## src/logic/i2c_flag_pkg.sv

```systemverilog
// Package for the I2C status flag block: types, states and constants.
// Assumes nothing beyond a SystemVerilog compiler.
`default_nettype none
package i2c_flag_pkg;
    // Stages on the pin sampling chain.
    localparam int SYNC_STAGES = 3;
    // Bit count per byte including the acknowledge clock.
    localparam int BYTE_CLOCKS = 9;
    localparam logic [3:0] ACK_CLOCK = 4'h9;
    localparam logic [3:0] DIR_CLOCK = 4'h8;
    localparam logic [3:0] FIRST_CLOCK = 4'h1;
    // Reset values of the flags.
    localparam logic FLAG_RESET = 1'b0;

    // Bus events seen by the sampler.
    typedef struct packed {
        logic start_det;
        logic stop_det;
        logic scl_rise;
        logic scl_fall;
        logic sda_level;
    } bus_event_t;

    // Software commands and controls.
    typedef struct packed {
        logic comm_release_cmd;
        logic wait_release_cmd;
        logic operation_enable_bit;
        logic arbitration_lost_flag;
        logic master_mode;
        logic start_generated;
        logic in_comm;
    } ctrl_t;

    // Status flags as seen by software.
    typedef struct packed {
        logic transmit_direction_flag;
        logic ack_detected_flag;
        logic start_detected_flag;
        logic stop_detected_flag;
    } status_t;

    // Byte phase tracker.
    typedef enum logic [2:0] {
        PH_IDLE = 3'b001,
        PH_ADDR = 3'b010,
        PH_DATA = 3'b100
    } phase_t;
endpackage
`default_nettype wire

```

## src/logic/i2c_pin_sampler.sv

```systemverilog
// Samples the serial clock and data pins and derives bus events.
// Assumes pins are asynchronous to sys_clk.
`default_nettype none
module i2c_pin_sampler (
    input wire logic sys_clk, // System clock.
    input wire logic rst_n, // Synchronous reset, active low.
    input wire logic scl_in, // Serial clock pin level.
    input wire logic sda_in, // Serial data pin level.
    output i2c_flag_pkg::bus_event_t ev // Decoded bus events.
);
    logic [2:0] scl_sync_reg;
    logic [2:0] sda_sync_reg;
    logic scl_reg;
    logic sda_reg;

    ////////////////////////////////////////////////////////////////////////
    // Three stages; a level is accepted once stages two and three agree,
    // so the first stage never feeds any decision.
    always_ff @(posedge sys_clk) begin
        if (!rst_n) begin
            scl_sync_reg <= 3'h7;
            sda_sync_reg <= 3'h7;
            scl_reg <= 1'b1;
            sda_reg <= 1'b1;
        end else begin
            scl_sync_reg <= {scl_sync_reg[1:0], scl_in};
            sda_sync_reg <= {sda_sync_reg[1:0], sda_in};
            if (scl_sync_reg[1] == scl_sync_reg[2]) begin
                scl_reg <= scl_sync_reg[2];
            end
            if (sda_sync_reg[1] == sda_sync_reg[2]) begin
                sda_reg <= sda_sync_reg[2];
            end
        end
    end

    // A start is data falling with clock high; a stop is data rising.
    always_comb begin
        ev.scl_rise = 1'b0;
        ev.scl_fall = 1'b0;
        ev.start_det = 1'b0;
        ev.stop_det = 1'b0;
        ev.sda_level = sda_reg;
        if ((scl_sync_reg[1] == scl_sync_reg[2]) &&
            (scl_sync_reg[2] != scl_reg)) begin
            ev.scl_rise = scl_sync_reg[2];
            ev.scl_fall = !scl_sync_reg[2];
        end
        if (scl_reg && (sda_sync_reg[1] == sda_sync_reg[2]) &&
            (sda_sync_reg[2] != sda_reg)) begin
            ev.start_det = !sda_sync_reg[2];
            ev.stop_det = sda_sync_reg[2];
        end
    end
endmodule
`default_nettype wire

```

## src/logic/i2c_status_flag_logic.sv

```systemverilog
// Status flag logic of an I2C bus interface: direction, ack, start, stop.
// Assumes commands are one-cycle pulses on sys_clk and pins are async.
//
// Functional notes
// - Direction flag low keeps data pin released.
// - Direction flag high drives shift-out latch value once the first byte ends.
// - Stop, release, disable, wait-release, arbitration clear direction.
// - Master start sets; direction bit decides flag.
// - Slave read bit sets; start or idle clears.
// - Wait-release at ninth clock clears, releases.
// - Data low at ninth rising edge sets ack.
// - Ack cleared by stop, next byte, release, disable.
// - Start condition sets start flag, address period.
// - Start flag cleared at next byte or stop.
// - Stop condition sets the stop flag.
// - Stop flag cleared at first address clock or by disable.
// - Disable stops and resets; release abandons transfer.
`default_nettype none
module i2c_status_flag_logic (
    input wire logic sys_clk, // 50 MHz system clock.
    input wire logic rst_n, // Synchronous reset, active low.
    input wire logic serial_clock_pin_in, // Clock pin level.
    input wire logic serial_data_pin_in, // Data pin level.
    output logic serial_data_pin_out, // Data pin output value.
    output logic serial_data_pin_oe_n, // Low while data pin is driven.
    input wire logic shift_out_latch, // Bit to send on the data line.
    input wire logic comm_release_cmd, // Pulse: abandon transfer.
    input wire logic wait_release_cmd, // Pulse: release ninth-clock wait.
    input wire logic operation_enable_bit, // Level: interface enabled.
    input wire logic arbitration_lost_flag, // Level: arbitration lost.
    input wire logic master_mode, // Level: acting as master.
    input wire logic start_generated, // Pulse: master issued a start.
    input wire logic in_comm, // Level: taking part in communication.
    output logic transmit_direction_flag, // Transmit status.
    output logic ack_detected_flag, // Acknowledge seen.
    output logic start_detected_flag, // Start seen, address period.
    output logic stop_detected_flag, // Stop seen, bus free.
    output logic wait_held // Ninth-clock wait in effect.
);
    i2c_flag_pkg::bus_event_t ev;
    i2c_flag_pkg::phase_t phase_reg;
    logic [3:0] bit_cnt_reg;
    logic first_byte_reg;
    logic enable_d_reg;
    logic ald_d_reg;
    logic disable_evt;
    logic ald_rise;
    logic first_clk_rise;
    logic ack_rise;
    logic dir_rise;
    logic first_byte_end;
    logic stop_pend_reg;
    i2c_flag_pkg::status_t st_reg;

    ////////////////////////////////////////////////////////////////////////
    // Pin sampling and event decode.
    i2c_pin_sampler u_sampler (
        .sys_clk(sys_clk),
        .rst_n(rst_n),
        .scl_in(serial_clock_pin_in),
        .sda_in(serial_data_pin_in),
        .ev(ev)
    );

    ////////////////////////////////////////////////////////////////////////
    // Edge history of enable and arbitration loss.
    always_ff @(posedge sys_clk) begin
        if (!rst_n) begin
            enable_d_reg <= 1'b0;
            ald_d_reg <= 1'b0;
        end else begin
            enable_d_reg <= operation_enable_bit;
            ald_d_reg <= arbitration_lost_flag;
        end
    end

    // Disable is taken as a level too, so flags stay clear while off.
    assign disable_evt = (enable_d_reg && !operation_enable_bit) ||
                         !operation_enable_bit;
    assign ald_rise = arbitration_lost_flag && !ald_d_reg;

    ////////////////////////////////////////////////////////////////////////
    // Clock counter within a byte; a start resets it, a release idles it.
    always_ff @(posedge sys_clk) begin
        if (!rst_n || disable_evt || comm_release_cmd) begin
            bit_cnt_reg <= 4'h0;
            first_byte_reg <= 1'b0;
            phase_reg <= i2c_flag_pkg::PH_IDLE;
        end else if (ev.start_det) begin
            bit_cnt_reg <= 4'h0;
            first_byte_reg <= 1'b1;
            phase_reg <= i2c_flag_pkg::PH_ADDR;
        end else if (ev.stop_det) begin
            bit_cnt_reg <= 4'h0;
            first_byte_reg <= 1'b0;
            phase_reg <= i2c_flag_pkg::PH_IDLE;
        end else if (ev.scl_rise) begin
            if (bit_cnt_reg == i2c_flag_pkg::ACK_CLOCK) begin
                bit_cnt_reg <= i2c_flag_pkg::FIRST_CLOCK;
            end else begin
                bit_cnt_reg <= bit_cnt_reg + 4'h1;
            end
        end else if (ev.scl_fall && first_byte_end) begin
            first_byte_reg <= 1'b0;
            phase_reg <= i2c_flag_pkg::PH_DATA;
        end
    end

    // Named clock moments on the decoded bus.
    assign first_clk_rise = ev.scl_rise &&
        ((bit_cnt_reg == 4'h0) ||
         (bit_cnt_reg == i2c_flag_pkg::ACK_CLOCK));
    assign ack_rise = ev.scl_rise &&
        (bit_cnt_reg == i2c_flag_pkg::DIR_CLOCK);
    assign dir_rise = ev.scl_rise && first_byte_reg &&
        (bit_cnt_reg == (i2c_flag_pkg::DIR_CLOCK - 4'h1));
    assign first_byte_end = first_byte_reg &&
        (bit_cnt_reg == i2c_flag_pkg::ACK_CLOCK);

    ////////////////////////////////////////////////////////////////////////
    // Ninth-clock wait: held from the ninth falling edge until released.
    always_ff @(posedge sys_clk) begin
        if (!rst_n || disable_evt || comm_release_cmd || ev.stop_det) begin
            wait_held <= 1'b0;
        end else if (wait_release_cmd) begin
            wait_held <= 1'b0;
        end else if (ev.scl_fall &&
                     (bit_cnt_reg == i2c_flag_pkg::ACK_CLOCK)) begin
            wait_held <= 1'b1;
        end
    end

    ////////////////////////////////////////////////////////////////////////
    // Direction flag; every clear term is tested before any set term.
    always_ff @(posedge sys_clk) begin
        if (!rst_n) begin
            st_reg.transmit_direction_flag <= i2c_flag_pkg::FLAG_RESET;
        end else if (ev.stop_det || comm_release_cmd || disable_evt ||
                     ald_rise) begin
            st_reg.transmit_direction_flag <= 1'b0;
        end else if (wait_release_cmd && wait_held &&
                     st_reg.transmit_direction_flag) begin
            st_reg.transmit_direction_flag <= 1'b0;
        end else if (wait_release_cmd) begin
            st_reg.transmit_direction_flag <= 1'b0;
        end else if (master_mode) begin
            if (dir_rise && shift_out_latch) begin
                st_reg.transmit_direction_flag <= 1'b0;
            end else if (start_generated) begin
                st_reg.transmit_direction_flag <= 1'b1;
            end
        end else begin
            if (ev.start_det || !in_comm) begin
                st_reg.transmit_direction_flag <= 1'b0;
            end else if (dir_rise && ev.sda_level) begin
                st_reg.transmit_direction_flag <= 1'b1;
            end
        end
    end

    // Acknowledge flag.
    always_ff @(posedge sys_clk) begin
        if (!rst_n) begin
            st_reg.ack_detected_flag <= i2c_flag_pkg::FLAG_RESET;
        end else if (ev.stop_det || comm_release_cmd || disable_evt ||
                     first_clk_rise) begin
            st_reg.ack_detected_flag <= 1'b0;
        end else if (ack_rise && !ev.sda_level) begin
            st_reg.ack_detected_flag <= 1'b1;
        end
    end

    // Start flag spans the address byte up to the next byte's first clock.
    always_ff @(posedge sys_clk) begin
        if (!rst_n) begin
            st_reg.start_detected_flag <= i2c_flag_pkg::FLAG_RESET;
        end else if (ev.stop_det || comm_release_cmd || disable_evt ||
                     (first_clk_rise &&
                      phase_reg == i2c_flag_pkg::PH_DATA)) begin
            st_reg.start_detected_flag <= 1'b0;
        end else if (ev.start_det) begin
            st_reg.start_detected_flag <= 1'b1;
        end
    end

    // A start arms the stop-flag clear; release does not touch it.
    always_ff @(posedge sys_clk) begin
        if (!rst_n || disable_evt) begin
            stop_pend_reg <= 1'b0;
        end else if (ev.start_det && st_reg.stop_detected_flag) begin
            stop_pend_reg <= 1'b1;
        end else if (first_clk_rise) begin
            stop_pend_reg <= 1'b0;
        end
    end

    // Stop flag.
    always_ff @(posedge sys_clk) begin
        if (!rst_n) begin
            st_reg.stop_detected_flag <= i2c_flag_pkg::FLAG_RESET;
        end else if (disable_evt ||
                     (stop_pend_reg && first_clk_rise &&
                      phase_reg == i2c_flag_pkg::PH_ADDR)) begin
            st_reg.stop_detected_flag <= 1'b0;
        end else if (ev.stop_det) begin
            st_reg.stop_detected_flag <= 1'b1;
        end
    end

    ////////////////////////////////////////////////////////////////////////
    // Data pin drive. Driving waits for the end of the first byte so the
    // address phase and its acknowledge are never disturbed.
    always_ff @(posedge sys_clk) begin
        if (!rst_n) begin
            serial_data_pin_out <= 1'b1;
            serial_data_pin_oe_n <= 1'b1;
        end else if (!st_reg.transmit_direction_flag ||
                     phase_reg != i2c_flag_pkg::PH_DATA) begin
            serial_data_pin_out <= 1'b1;
            serial_data_pin_oe_n <= 1'b1;
        end else begin
            serial_data_pin_out <= shift_out_latch;
            serial_data_pin_oe_n <= 1'b0;
        end
    end

    // Flag outputs straight from their flops.
    assign transmit_direction_flag = st_reg.transmit_direction_flag;
    assign ack_detected_flag = st_reg.ack_detected_flag;
    assign start_detected_flag = st_reg.start_detected_flag;
    assign stop_detected_flag = st_reg.stop_detected_flag;
endmodule
`default_nettype wire

```

## config.mk

```make
export PLATFORM = sky130hd
export DESIGN_NAME = i2c_status_flag_logic
export DESIGN_NICKNAME = d
export VERILOG_FILES = /design/src/logic/i2c_flag_pkg.sv /design/src/logic/i2c_pin_sampler.sv /design/src/logic/i2c_status_flag_logic.sv
export SDC_FILE = /design/constraint.sdc
export NUM_CORES = 1
export LEC_CHECK = 0
export BUFFER_PORTS_ARGS = -buffer_cell sky130_fd_sc_hd__clkbuf_2
export CAP_MARGIN = 20
export CORE_MARGIN = 5
export CORE_UTILIZATION = 30
export DETAILED_ROUTE_END_ITERATION = 16
export GPL_TIMING_DRIVEN = 0
export PLACE_DENSITY = 0.53
export SETUP_SLACK_MARGIN = 0.3
export SYNTH_ARGS = -nofsm -noshare
export SYNTH_HDL_FRONTEND = slang
export SYNTH_SLANG_ARGS = --single-unit
```

## constraint.sdc

```tcl
create_clock -name sys_clk -period 2.5 [get_ports sys_clk]
set_input_delay 0.25 -clock sys_clk [delete_from_list [all_inputs] [get_ports sys_clk]]
set_output_delay 0.25 -clock sys_clk [all_outputs]
set_load 0.01 [all_outputs]
```

== After elaboration in Yosys (flattened, before gate mapping) ==
Index checks and enable logic that the tools add are counted.

* Bits of input ports: 12
* Logic and storage cells: 108
* Register bits: 26
* Output and inout port bits: 7

* $add $sub $neg: 1
* Equality and inequality tests: 12
* Bitwise gates (word level): 2
* Mux-type cells: 19
* Reduce and logical (&&, ||, !) cells: 56

{| class="wikitable"
|+ Operator list
! cell !! count
|-
| $logic_and 1x1->1 || 21
|-
| $logic_or 1x1->1 || 13
|-
| $mux 1 || 12
|-
| $mux 2 || 6
|-
| $reduce_or 2->1 || 5
|-
| $eq 4x4->1 const B || 2
|-
| $logic_not 1->1 || 8
|-
| $ne 3x1->1 const B || 2
|-
| $reduce_and 2->1 || 3
|-
| $reduce_bool 3->1 || 2
|-
| $add 4x1->4 const B || 1
|-
| $eq 4x3->1 const B || 1
|-
| $logic_not 4->1 || 1
|-
| $mux 4 || 1
|-
| $reduce_or 4->1 || 1
|-
| $eq 3x2->1 const B || 1
|-
| $eq 3x3->1 const B || 1
|-
| $ne 3x3->1 const B || 1
|-
| $reduce_or 3->1 || 1
|-
| $eq 1x1->1 || 2
|-
| $ne 1x1->1 || 2
|-
| $not 1->1 || 2
|-
| $reduce_bool 2->1 || 1
|}

== Depth between registers and ports, before layout ==
* Depth in word-level cells: 9
* Depth in mapped cells: 5
* Mapped depth without buffers: 4

== Cells and area by module ==
From an unflattened synthesis, not the netlist that was laid out.

* Cell total of the unflattened synthesis: 104
* Area, all modules: 1004.7 um^2

{| class="wikitable"
|+ Modules (own cells, without submodules)
! module !! times used !! cells an instance !! seq. area each (um^2) !! area an instance (um^2)
|-
| i2c_status_flag_logic || 1 || 79 || 320.3 || 723.2
|-
| i2c_pin_sampler || 1 || 25 || 160.2 || 281.5
|}

== Worst setup path after synthesis ==
No wires, ideal clock.

* Kind: reg-to-reg
* Start point: register bit_cnt_reg[1]
* End point: register phase_reg[1]
* Required time: 2381 ps
* Data arrival time: 1502 ps
* Path buffers: 1
* Setup time: 119 ps
* Setup slack: 879 ps
* Period minus slack after synthesis: 1621 ps
* Stages on the path, launching flop included: 6
* Cells stage by stage: dfxtp_1 buf_6 or3b_4 or4_4 a31oi_1 nor3_1

* Longest elaborated chain between the ends: 5

{| class="wikitable"
|+ Ends and longest elaborated chain
! what !! line !! text
|-
| start, declared || i2c_status_flag_logic.sv:42 || <nowiki>logic [3:0] bit_cnt_reg;</nowiki>
|-
| start signal, assigned || i2c_status_flag_logic.sv:99 || <nowiki>bit_cnt_reg <= i2c_flag_pkg::FIRST_CLOCK;</nowiki>
|-
| start signal, assigned || i2c_status_flag_logic.sv:101 || <nowiki>bit_cnt_reg <= bit_cnt_reg + 4'h1;</nowiki>
|-
| $eq 4x4->1 || i2c_status_flag_logic.sv:118 || <nowiki>(bit_cnt_reg == i2c_flag_pkg::ACK_CLOCK);</nowiki>
|-
| $logic_and 1x1->1 || i2c_status_flag_logic.sv:117 || <nowiki>assign first_byte_end = first_byte_reg &&</nowiki>
|-
| $logic_and 1x1->1 || i2c_status_flag_logic.sv:103 || <nowiki>end else if (ev.scl_fall && first_byte_end) begin</nowiki>
|-
| $reduce_bool 3->1 (no line) || - ||
|-
| $reduce_and 2->1 (no line) || - ||
|-
| end signal, assigned || i2c_status_flag_logic.sv:92 || <nowiki>phase_reg <= i2c_flag_pkg::PH_ADDR;</nowiki>
|-
| end signal, assigned || i2c_status_flag_logic.sv:96 || <nowiki>phase_reg <= i2c_flag_pkg::PH_IDLE;</nowiki>
|-
| end signal, assigned || i2c_status_flag_logic.sv:105 || <nowiki>phase_reg <= i2c_flag_pkg::PH_DATA;</nowiki>
|-
| end, declared || i2c_status_flag_logic.sv:41 || <nowiki>i2c_flag_pkg::phase_t phase_reg;</nowiki>
|}

No other way between the ends.
A chain may end at the register's enable or synchronous reset.

== Worst setup path in the final report ==
* Start point: register bit_cnt_reg[3]
* End point: register phase_reg[1]

The elaborated chain is that of the path after synthesis.

==> impl_metrics.yaml <==
worst_setup_path:
  worstSetupPathType: "reg2reg"
  path_cells: "or3b_4, or4_4, a31oi_1, nor3_1"
  required_ns: 2.72
  path_delay_family: "simple AND/OR/NAND/NOR gates"
  cp.arrival_ns: 1.91
  crit_slowest_cell: "or4_4"
  critical_path.max_stage_delay_ns: 0.50
  worst-path-buf-inv: 0
  cp-end-kind: "register"
  worstSetupStartpointType: "register"
  critical_path.max_fanout: 6
grt:
  grt.overflow.total: 0
  grt_util_met1_pct: 12.5
  antenna_found_initial: 0
  grt_use_total_pct: 10.0
  busiest_layer: "met2"
  grt_start_max_net_pins: 14
  grt_pass1_vias: 751
  grt.met2_usage_pct: 15.7
  grt_util_met3_pct: 4.33
  grt_pass1_wl_mm: 3.40
clocking:
  postCtsSetupBuffers: 0
  cts_root_buffer: "clkbuf_4"
  cts.htree.levels: 1
  clockBufferDepth: 2
  cts-buffers-inserted: 3
  cts.sinks: 24
  clk_latency_ns: 0.31
  clk_pin_slew_ns: 0.13
  cts_resized: 0
  ctsHoldBuffers: 0
  cts_tree: "built"
drt:
  drtIter0Drc: 36
  viasPerCell: 4.75
  avgRoutedWirePerCell_um: 11.4
  vias: 836
  ant_nets: 0
  remaining_drc_errors: 0
  first_pass_iters: 4
  wirelength_mm: 2.01
finish:
  post-route-util_pct: 37.4
  fin_area_um2: 1160
  area_growth_pct: 18.5
  largest_reg_flops: 4
  drive_gt1_share_pct: 21.2
  fin_nets: 145
  antenna_cells: 0
sta:
  clock_skew_ns: 0.00636
  period_share_pct: 67.7
  slew_viol_final: 0
  worstMarginPinSlew_ns: 0.726
  rsz0062_at_grt: "no"
  min_period_ns: 1.69
  hold_slack_ns: 0.102
  slew_headroom_pct: 50.9
  fmax_ghz: 0.591
  finalSetupViolations: 0
  hold_viol_final: 0
  fin_tns_setup_ns: 0
synthesis:
  syn_nets: 122
  ys.flop_type: "dfxtp_1"
  synth.avg_cell_area_um2: 8.91
  syn_area_um2: 980
  yosys-top-cells-count: "dfxtp_1, a21oi_1, nor2_1"
  async_flop_share_pct: 0
  synthMostInstantiatedCell: "dfxtp_1"
  netlist.top_cell.by_area: "dfxtp_1"
  ys_top_cells_by_area: "dfxtp_1, a21oi_1, nand2b_1"
  synthDistinctLibCells: 33
  yosys_warnings: 0
  synth-seq-cells: 24
  synth_top_area_share_pct: 49.0
  ys_seq_area_share_pct: 49.0
  syn_inst: 110
  synth-edff-count: 0
die:
  fp.coreArea_um2: 3100
  die_y_um: 67.1
  dieArea_um2: 4510
  die_w_um: 67.1
  io_pins: 19
  start_util_pct: 31.6
  row_count: 20
run_status:
  outcome: "complete, no violations"
placement:
  routabilityCongestion: 0.876
  numPortBuffers: 18
  placed_cell_area_um2: 1120
  place_hpwl_mm: 1.54
min_path:
  min_path_type: "in2reg"
power_and_ir_drop:
  ir_worst_vdd_mv: 0.339
  p_leak_nw: 0.420
  finalPower_w: 0.000617
  p_per_area_nw_per_um2: 531
job:
  maxCapViolCount: 0
## cell families after synthesis
logic type	after synthesis	share of synthesized area, %
flip-flops	24	49.0
AO/OA/AOI/OAI	23	13.8
XOR/XNOR	2	1.79
AND/OR/NAND/NOR	54	31.9
buffers and inverters	7	3.45
## worst reg2reg max path: cells and delay by family, from the launching register on
family,cells,cell delay (ns)
DFF,1,0.45
and+or+nand+nor,3,0.97
AOI/OAI and AO/OA,1,0.18
## final cells by class
class / instances / area, µm²
inverter: 4 / 15.0
sequential: 24 / 480
fill: 355 / 1940
buffer: 3 / 18.8
tap: 44 / 55.1
timing repair buffer: 18 / 90.1
multi-input combinational: 79 / 465
clock buffer: 4 / 36.3
## metal layers
metal / routed length [µm] / vias up / share of wire, %
met1: 947 / 388 / 47
met5: 0 / - / 0
met3: 105 / 2 / 5.2
li1: - / 435 / -
met2: 940 / 11 / 47
met4: 12 / 0 / 0.60
## power by group
part / leakage (nW) / internal (W) / switching, W
Combinational: 0.204 / 0.0000117 / 0.0000123
Sequential: 0.195 / 0.000387 / 0.00000370
Clock: 0.0210 / 0.0000890 / 0.000112
Total: 0.420 / 0.000488 / 0.000128
## path summary, 6_finish.rpt
kind	to	slack (ns)	start	cells after the start
worst max-delay path	phase_reg[1]$_SDFFE_PP0P_	0.81	bit_cnt_reg[3]$_SDFFE_PP0N_	4
worst min-delay path	wait_held$_SDFFE_PP0P_	0.10	wait_release_cmd	2
worst min register to register	u_sampler.sda_sync_reg[1]$_SDFF_PN1_	0.42	u_sampler.sda_sync_reg[0]$_SDFF_PN1_	1
worst max register to register	phase_reg[1]$_SDFFE_PP0P_	0.81	bit_cnt_reg[3]$_SDFFE_PP0N_	4
## metrics by stage
| stage | std cells | worst slack (ns) |
|---|---|---|
| after floorplan | 110 | 0.879 |
| after global placement | 172 | 0.836 |
| after detailed placement | 172 | 0.830 |
| after CTS | 176 | 0.803 |
| after global routing | 176 | 0.735 |
| final | 176 | 0.808 |
## placed cells by master (no fill, tap or decap), types with 2 or more instances in the layout
master,n
inv_1,4
and2_1,2
a21oi_1,10
clkbuf_1,2
clkbuf_2,18
nand2_1,6
o21ai_0,7
dfxtp_1,24
nor4_1,3
nor3_1,7
nor2_1,10
nand2b_1,7
clkbuf_4,3
nor3b_1,2
and3b_1,2
nand3_1,5
(Power assumes the default switching activity.)
